<file path="config.mk">
export PLATFORM = sky130hd
export DESIGN_NAME = rmctl_top
export DESIGN_NICKNAME = d
export VERILOG_FILES = /design/src/logic/rmctl_pkg.sv /design/src/logic/rmctl_sync.sv /design/src/logic/rmctl_top.sv
export SDC_FILE = /design/constraint.sdc
export NUM_CORES = 1
export LEC_CHECK = 0
export BUFFER_PORTS_ARGS = -buffer_cell sky130_fd_sc_hd__buf_2
export CAP_MARGIN = 5
export CORE_UTILIZATION = 43
export CTS_CLUSTER_DIAMETER = 50
export DETAILED_ROUTE_END_ITERATION = 8
export GPL_ROUTABILITY_DRIVEN = 0
export GPL_TIMING_DRIVEN = 1
export MAX_ROUTING_LAYER = met4
export PLACE_DENSITY_LB_ADDON = 0.3
export SLEW_MARGIN = 15
export SYNTH_ARGS = -nofsm -noshare
export SYNTH_HDL_FRONTEND = slang
export SYNTH_SLANG_ARGS = --single-unit
export TNS_END_PERCENT = 30
</file>
<file path="constraint.sdc">
create_clock -name CLK -period 2.1 [get_ports CLK]
set_clock_uncertainty 0.05 [all_clocks]
set_input_delay 0.105 -clock CLK [delete_from_list [all_inputs] [get_ports CLK]]
set_output_delay 0.105 -clock CLK [all_outputs]
set_load 0.02 [all_outputs]
</file>
<file path="src/logic/rmctl_pkg.sv">
// Constants and types shared by the receiver mode control block.
// Assumes a 50 MHz core clock and a 32-bit APB register port.
package rmctl_pkg;
    localparam int unsigned ADDR_W = 12;
    localparam int unsigned DATA_W = 32;
    localparam int unsigned WORD_W = 10;
    localparam int unsigned FEAT_W = 4;
    localparam int unsigned PIN_W = 6;
    // Register byte offsets
    localparam logic [11:0] CTRL_OFF = 12'h000;
    localparam logic [11:0] STATUS_OFF = 12'h004;
    // Control register fields and reset value
    localparam int unsigned CTRL_FEAT_LSB = 0;
    localparam logic [3:0] CTRL_FEAT_RST = 4'h0;
    // Status register field positions
    localparam int unsigned ST_LOCKED = 0;
    localparam int unsigned ST_VIDEO = 1;
    localparam int unsigned ST_ASYNC = 2;
    localparam int unsigned ST_THROUGH = 3;
    localparam int unsigned ST_AUTO = 4;
    localparam int unsigned ST_FLYWHEEL = 5;
    localparam int unsigned ST_BUFFER = 6;
    localparam int unsigned ST_HUNT = 7;
    // Synchroniser depth for non-synchronous pins
    localparam int unsigned SYNC_STAGES = 2;

    typedef enum logic [1:0] {
        MODE_HUNT,
        MODE_VIDEO,
        MODE_ASYNC,
        MODE_THROUGH
    } rmctl_mode_type;

    // Non-synchronous pins, in synchroniser order
    typedef struct packed {
        logic rd_clock;
        logic buffer_enable;
        logic flywheel_enable;
        logic async_iface_select;
        logic video_path_select;
        logic detect_select;
    } rmctl_pins_type;
endpackage

</file>
<file path="src/logic/rmctl_sync.sv">
// Two-stage synchroniser, one chain per bit.
// Assumes inputs are asynchronous to CLK; only the second stage is used outside.
`timescale 1ns/10ps
`default_nettype none
module rmctl_sync #(
    parameter int unsigned WIDTH = 6
) (
    input wire logic CLK,              // Core clock
    input wire logic RST,              // Asynchronous reset, active high
    input wire logic [WIDTH-1:0] d_in, // Raw pin levels
    output logic [WIDTH-1:0] d_out     // Synchronised levels
);
    genvar i;
    generate
        for (i = 0; i < WIDTH; i = i + 1)
        begin : g_bit
            logic stage1_ff;
            logic stage2_ff;
            always_ff @(posedge CLK or posedge RST)
            begin
                if (RST)
                begin
                    stage1_ff <= 1'b0;
                    stage2_ff <= 1'b0;
                end
                else
                begin
                    stage1_ff <= d_in[i];
                    stage2_ff <= stage1_ff;
                end
            end
            assign d_out[i] = stage2_ff;
        end
    endgenerate
endmodule
`default_nettype wire

</file>
<file path="src/logic/rmctl_top.sv">
// Receiver mode control: auto/manual path selection, mode pins, flywheel
// enable and output-path select, with an APB register port.
// Assumes lock and data inputs come from datapath logic on CLK.
`timescale 1ns/10ps
`default_nettype none
module rmctl_top #(
    parameter int unsigned WORD_W = rmctl_pkg::WORD_W,
    parameter int unsigned FEAT_W = rmctl_pkg::FEAT_W
) (
    input wire logic CLK,                        // Recovered pixel clock
    input wire logic RST,                        // Asynchronous reset, active high
    input wire logic PSEL,                       // APB select
    input wire logic PENABLE,                    // APB enable
    input wire logic PWRITE,                     // APB write
    input wire logic [11:0] PADDR,               // APB byte address
    input wire logic [31:0] PWDATA,              // APB write data
    output logic [31:0] PRDATA,                  // APB read data
    output logic PREADY,                         // APB ready
    output logic PSLVERR,                        // APB error on unmapped address
    input wire logic DETECT_SELECT,              // Auto (high) / manual (low) pin
    input wire logic VIDEO_PATH_SELECT_I,        // Video path pin, input side
    output logic VIDEO_PATH_SELECT_O,            // Video path pin, driven level
    output logic VIDEO_PATH_SELECT_OE,           // Video path pin, drive enable
    input wire logic ASYNC_IFACE_SELECT_I,       // Async interface pin, input side
    output logic ASYNC_IFACE_SELECT_O,           // Async interface pin, driven level
    output logic ASYNC_IFACE_SELECT_OE,          // Async interface pin, drive enable
    input wire logic FLYWHEEL_ENABLE,            // Flywheel enable pin
    input wire logic BUFFER_ENABLE,              // Line buffer enable pin
    input wire logic RD_CLOCK,                   // External buffer read clock pin
    input wire logic VIDEO_LOCK,                 // Datapath locked to video stream
    input wire logic ASYNC_LOCK,                 // Datapath locked to async stream
    input wire logic RECLOCK_LOCK,               // Reclocker locked
    input wire logic [WORD_W-1:0] DATA_IN,       // Deserialised word
    input wire logic [WORD_W-1:0] BUF_DATA,      // Word at line buffer head
    output logic BUF_READ,                       // Pop line buffer, one-cycle pulse
    output logic [WORD_W-1:0] DOUT,              // Parallel output word
    output logic LOCKED,                         // Lock indicator
    output logic VIDEO_DECODE_EN,                // Descramble, decode, word align
    output logic ASYNC_DECODE_EN,                // Async align and decode
    output logic [FEAT_W-1:0] FEATURE_EN,        // Processing features
    output logic FLYWHEEL_RUN,                   // Flywheel running
    output logic TIMING_ERR_EN,                  // Timing-based reference checks
    output logic DETECT_HUNT,                    // Automatic stream detection active
    output logic BUFFER_PATH                     // Output leaves through the buffer
);
    rmctl_pkg::rmctl_pins_type pins_raw;
    rmctl_pkg::rmctl_pins_type pins_s;
    rmctl_pkg::rmctl_mode_type mode_ff;
    rmctl_pkg::rmctl_mode_type nxt_mode;
    logic locked_ff;
    logic nxt_locked;
    logic rd_prev_ff;
    logic rd_rise;
    logic buf_sel;
    logic [FEAT_W-1:0] feat_req_ff;
    logic [31:0] status_word;
    logic apb_setup;
    logic apb_done;
    logic addr_ok;

    assign pins_raw.detect_select = DETECT_SELECT;
    assign pins_raw.video_path_select = VIDEO_PATH_SELECT_I;
    assign pins_raw.async_iface_select = ASYNC_IFACE_SELECT_I;
    assign pins_raw.flywheel_enable = FLYWHEEL_ENABLE;
    assign pins_raw.buffer_enable = BUFFER_ENABLE;
    assign pins_raw.rd_clock = RD_CLOCK;

    rmctl_sync #(
        .WIDTH(rmctl_pkg::PIN_W)
    ) u_sync (
        .CLK(CLK),
        .RST(RST),
        .d_in(pins_raw),
        .d_out(pins_s)
    );

    // Mode choice from synchronised pins and datapath locks
    always_comb
    begin
        if (pins_s.detect_select)
        begin
            if (VIDEO_LOCK)
                nxt_mode = rmctl_pkg::MODE_VIDEO;
            else if (ASYNC_LOCK)
                nxt_mode = rmctl_pkg::MODE_ASYNC;
            else
                nxt_mode = rmctl_pkg::MODE_HUNT;
        end
        else if (pins_s.async_iface_select)
            nxt_mode = rmctl_pkg::MODE_ASYNC;
        else if (pins_s.video_path_select)
            nxt_mode = rmctl_pkg::MODE_VIDEO;
        else
            nxt_mode = rmctl_pkg::MODE_THROUGH;
    end

    always_comb
    begin
        case (nxt_mode)
            rmctl_pkg::MODE_VIDEO: nxt_locked = VIDEO_LOCK;
            rmctl_pkg::MODE_ASYNC: nxt_locked = ASYNC_LOCK;
            rmctl_pkg::MODE_THROUGH: nxt_locked = RECLOCK_LOCK;
            default: nxt_locked = 1'b0;
        endcase
    end

    always_ff @(posedge CLK or posedge RST)
    begin
        if (RST)
        begin
            mode_ff <= rmctl_pkg::MODE_HUNT;
            locked_ff <= 1'b0;
        end
        else
        begin
            mode_ff <= nxt_mode;
            locked_ff <= nxt_locked;
        end
    end

    // Mode pins: driven status in auto, inputs in manual
    always_ff @(posedge CLK or posedge RST)
    begin
        if (RST)
        begin
            VIDEO_PATH_SELECT_OE <= 1'b0;
            ASYNC_IFACE_SELECT_OE <= 1'b0;
            VIDEO_PATH_SELECT_O <= 1'b0;
            ASYNC_IFACE_SELECT_O <= 1'b0;
            DETECT_HUNT <= 1'b0;
        end
        else
        begin
            VIDEO_PATH_SELECT_OE <= pins_s.detect_select;
            ASYNC_IFACE_SELECT_OE <= pins_s.detect_select;
            VIDEO_PATH_SELECT_O <= pins_s.detect_select && mode_ff == rmctl_pkg::MODE_VIDEO && locked_ff;
            ASYNC_IFACE_SELECT_O <= pins_s.detect_select && mode_ff == rmctl_pkg::MODE_ASYNC && locked_ff;
            DETECT_HUNT <= pins_s.detect_select && mode_ff == rmctl_pkg::MODE_HUNT;
        end
    end

    // Datapath enables; all gated by lock
    always_ff @(posedge CLK or posedge RST)
    begin
        if (RST)
        begin
            LOCKED <= 1'b0;
            VIDEO_DECODE_EN <= 1'b0;
            ASYNC_DECODE_EN <= 1'b0;
            FEATURE_EN <= '0;
        end
        else
        begin
            LOCKED <= locked_ff;
            VIDEO_DECODE_EN <= mode_ff == rmctl_pkg::MODE_VIDEO && locked_ff;
            ASYNC_DECODE_EN <= mode_ff == rmctl_pkg::MODE_ASYNC && locked_ff;
            if (mode_ff == rmctl_pkg::MODE_VIDEO && locked_ff)
                FEATURE_EN <= feat_req_ff;
            else
                FEATURE_EN <= '0;
        end
    end

    always_ff @(posedge CLK or posedge RST)
    begin
        if (RST)
        begin
            FLYWHEEL_RUN <= 1'b0;
            TIMING_ERR_EN <= 1'b0;
        end
        else
        begin
            FLYWHEEL_RUN <= pins_s.flywheel_enable && mode_ff == rmctl_pkg::MODE_VIDEO;
            TIMING_ERR_EN <= pins_s.flywheel_enable && mode_ff == rmctl_pkg::MODE_VIDEO && locked_ff;
        end
    end

    // Output path: buffer on rising read-clock edges, else every pixel clock
    assign buf_sel = pins_s.buffer_enable
        && (mode_ff == rmctl_pkg::MODE_VIDEO || mode_ff == rmctl_pkg::MODE_ASYNC);
    assign rd_rise = pins_s.rd_clock && !rd_prev_ff;

    always_ff @(posedge CLK or posedge RST)
    begin
        if (RST)
            rd_prev_ff <= 1'b0;
        else
            rd_prev_ff <= pins_s.rd_clock;
    end

    always_ff @(posedge CLK or posedge RST)
    begin
        if (RST)
        begin
            DOUT <= '0;
            BUF_READ <= 1'b0;
            BUFFER_PATH <= 1'b0;
        end
        else
        begin
            BUFFER_PATH <= buf_sel && locked_ff;
            BUF_READ <= buf_sel && locked_ff && rd_rise;
            if (!locked_ff)
                DOUT <= '0;
            else if (!buf_sel)
                DOUT <= DATA_IN;
            else if (rd_rise)
                DOUT <= BUF_DATA;
        end
    end

    // APB slave: ready in the first access cycle, no wait states
    assign apb_setup = PSEL && !PENABLE;
    assign apb_done = PSEL && PENABLE && PREADY;
    assign addr_ok = PADDR == rmctl_pkg::CTRL_OFF || PADDR == rmctl_pkg::STATUS_OFF;

    always_comb
    begin
        status_word = '0;
        status_word[rmctl_pkg::ST_LOCKED] = locked_ff;
        status_word[rmctl_pkg::ST_VIDEO] = mode_ff == rmctl_pkg::MODE_VIDEO;
        status_word[rmctl_pkg::ST_ASYNC] = mode_ff == rmctl_pkg::MODE_ASYNC;
        status_word[rmctl_pkg::ST_THROUGH] = mode_ff == rmctl_pkg::MODE_THROUGH;
        status_word[rmctl_pkg::ST_AUTO] = pins_s.detect_select;
        status_word[rmctl_pkg::ST_FLYWHEEL] = pins_s.flywheel_enable;
        status_word[rmctl_pkg::ST_BUFFER] = buf_sel;
        status_word[rmctl_pkg::ST_HUNT] = mode_ff == rmctl_pkg::MODE_HUNT;
    end

    always_ff @(posedge CLK or posedge RST)
    begin
        if (RST)
        begin
            PREADY <= 1'b0;
            PSLVERR <= 1'b0;
            PRDATA <= '0;
        end
        else
        begin
            PREADY <= apb_setup;
            PSLVERR <= apb_setup && !addr_ok;
            if (apb_setup && !PWRITE && PADDR == rmctl_pkg::CTRL_OFF)
                PRDATA <= {{(32 - FEAT_W){1'b0}}, feat_req_ff};
            else if (apb_setup && !PWRITE && PADDR == rmctl_pkg::STATUS_OFF)
                PRDATA <= status_word;
            else if (apb_setup)
                PRDATA <= '0;
        end
    end

    always_ff @(posedge CLK or posedge RST)
    begin
        if (RST)
            feat_req_ff <= FEAT_W'(rmctl_pkg::CTRL_FEAT_RST);
        else if (apb_done && PWRITE && PADDR == rmctl_pkg::CTRL_OFF)
            feat_req_ff <= PWDATA[rmctl_pkg::CTRL_FEAT_LSB +: FEAT_W];
    end
endmodule
`default_nettype wire

</file>
==> out/metrics.cfg <==
[floorplan]
die_height_um = 75.6
start_util = 0.451
die_x_um = 75.6
die_area_um2 = 5720
io_pins = 138
num_rows = 26
core_area_um2 = 5170

[sta]
final-setup-viol-count = 0
holdWs_ns = 0.0290
rsz0062_at_grt = no
hold_viol = 0
fmax_ghz = 0.544
drv_slew = 0
slew_headroom = 0.585
final.setup.tns_ns = 0
period_minus_slack_ns = 1.84
worst_pin_slew_ns = 0.622
fin_crit_sh = 0.876

[setup_path]
required_ns = 2.23
path_class = flop to flop
crit_buf_inv = 1
crit_path_max_fanout = 12
critPathCaptureType = flop
setup.worst_path.start_class = flop
critPathTopFamily = simple AND/OR/NAND/NOR gates
cp.arrival_ns = 1.97
crit_chain = inv_1 > ha_1 > and3_1 > and2_2 > o31ai_1
crit_slowest_cell = and3_1
critPathMaxStageDelay_ns = 0.41

[routing]
drt_wl_total_um = 4220
vias = 1601
final_antenna_net_count = 0
first_pass_iters = 4
wl_per_cell_um = 12.1
drt-initial-drc-count = 69
routed_via_density = 4.59
drc_errors = 0

[clock_tree]
post_cts.repair.setup_buffers = 0
cts_root_buf = clkbuf_8
insertion_delay_ns = 0.30
cts_sinks = 55
cts_tree = done
htreeDepth = 2
numCtsBuffers = 5
clk_pin_slew_ns = 0.10
clock_path_buffers = 2

[final_layout]
layout_common_cells = buf_2 (85), dfrtp_1 (55), conb_1 (24), dlygate4sd3_1 (12), mux2i_1 (11)
fin_cells = 349
stdcell_area_um2 = 2970
nNetsFinal = 360
nFillCells = 454
syn_to_final_growth_pct = 27.1
antenna_cells = 0
final_common_cell = buf_2
drive_gt1_frac = 0.391

[grt]
grt_pass1_wl_um = 6580
top_usage_layer = met2
use_met3 = 0.0397
grt_max_degree = 32
first_global_vias = 1448
grtUsageMet1 = 0.192
grt_use_met2 = 0.273
antenna_found_initial = 0
grt_usage = 0.163
overflow = 0

[hold_path]
hold_class = primary input to flop

[pwr]
p_leak_nw = 1.63
p_per_area_nw_per_um2 = 731
max-vdd-ir-drop_mv = 0.391

[yosys]
syn_inst = 182
synth_top_area_share = 0.590
synth_edf_count = 0
yosysSeqAreaShare = 0.590
ys_async_sr_fraction = 1.00
synth_area_leaders = dfrtp_1 (59%), buf_4 (8.0%), mux2i_1 (4.7%), o31ai_1 (3.2%), mux2_2 (2.4%)
ys_seq_elements = 55
ys_types = 30
yosys_warnings = 0
yosys.area.top_type = dfrtp_1
ys.flop_type = dfrtp_1
synth_area_um2 = 2330
syn_avg_cell_area_um2 = 12.8

[placed_design]
io_buffers = 85
dpl.hpwl_um = 3100
placed_cells = 329
dpl_cell_area_um2 = 2730

[run_status]
outcome = completed

[job]
max_cap_violations = 0

## cell families after synthesis
group                      after synthesis  share of synthesized area
and+or+nand+nor                         46                      0.141
DFF                                     55                      0.590
AOI/OAI and AO/OA                       22                     0.0735
buffers and inverters                   38                      0.101
adders and majority gates                4                     0.0215
muxes                                   16                     0.0714
other                                    1                    0.00161
## flip-flops by register name, summed over array words and instances, names as in the netlist, 2 cells and up
name / count
DOUT: 10
FEATURE_EN: 4
PRDATA: 8
feat_req_ff: 4
mode_ff: 2
u_sync.g_bit.stage1_ff: 6
u_sync.g_bit.stage2_ff: 6
## layer usage
layer / vias up / share of wire
li1: 782 / -
met1: 762 / 0.44
met2: 49 / 0.50
met3: 8 / 0.044
met4: 0 / 0.014
met5: - / 0
## area by class of cell
cell class	count	area, um2	share of cell area
clock buffer	5	68.8	0.0232
multi-input combinational	112	807	0.272
sequential	55	1380	0.464
timing repair buffer	99	561	0.189
inverter	5	18.8	0.00633
tap	70	87.6	0.0295
clock inverter	3	46.3	0.0156
## cell usage after synthesis, types with 4 or more instances
| library cell | number |
|---|---|
| o21ai_0 | 4 |
| mux2i_1 | 11 |
| mux2_2 | 5 |
| ha_1 | 4 |
| inv_1 | 5 |
| and2_0 | 4 |
| and3_1 | 8 |
| o31ai_1 | 10 |
| nand3_1 | 10 |
| clkbuf_1 | 8 |
| a221o_1 | 4 |
| dfrtp_1 | 55 |
| and2_1 | 5 |
| buf_4 | 25 |
## through the flow
step,setup slack [ns],utilization,power [W]
floorplan,0.381,-,0.00140
global placement,0.211,0.528,0.00147
detailed placement,0.158,0.528,0.00148
CTS,0.146,0.573,0.00220
global route,0.126,0.573,0.00227
finish,0.261,0.573,0.00217
## where the power goes
group	switching (W)	internal, W
logic	0.000202	0.000123
registers	0.0000303	0.00111
clock network	0.000341	0.000359
total	0.000574	0.00159
## path summary, 6_finish.rpt
check,startpoint,end,slack (ns),cells after the start
max,mode_ff[1]$_DFF_PP0_,DOUT[9]$_DFFE_PP0P_,0.26,5
min in group asynchronous,RST,BUF_READ$_DFF_PP0_,0.36,3
min reg2reg,u_sync.g_bit[1].stage1_ff$_DFF_PP0_,u_sync.g_bit[1].stage2_ff$_DFF_PP0_,0.30,0
max reg2reg,mode_ff[1]$_DFF_PP0_,DOUT[9]$_DFFE_PP0P_,0.26,5
max in group asynchronous,RST,PRDATA[3]$_DFFE_PP0P_,1.01,4
min,ASYNC_LOCK,mode_ff[1]$_DFF_PP0_,0.03,3
## worst min-delay path, delay by kind of cell
family	cells	cell delay [ns]
buffers and inverters	1	0.10
AND/OR/NAND/NOR	1	0.07
AO/OA/AOI/OAI	1	0.07
## repair_timing
item,in CTS,in global routing
gates resized for setup,0,1
endpoints found under the setup margin,0,1
hold endpoints to repair,40,0
hold buffers,12,0
No activity file was read; power rests on OpenSTA's default activity.
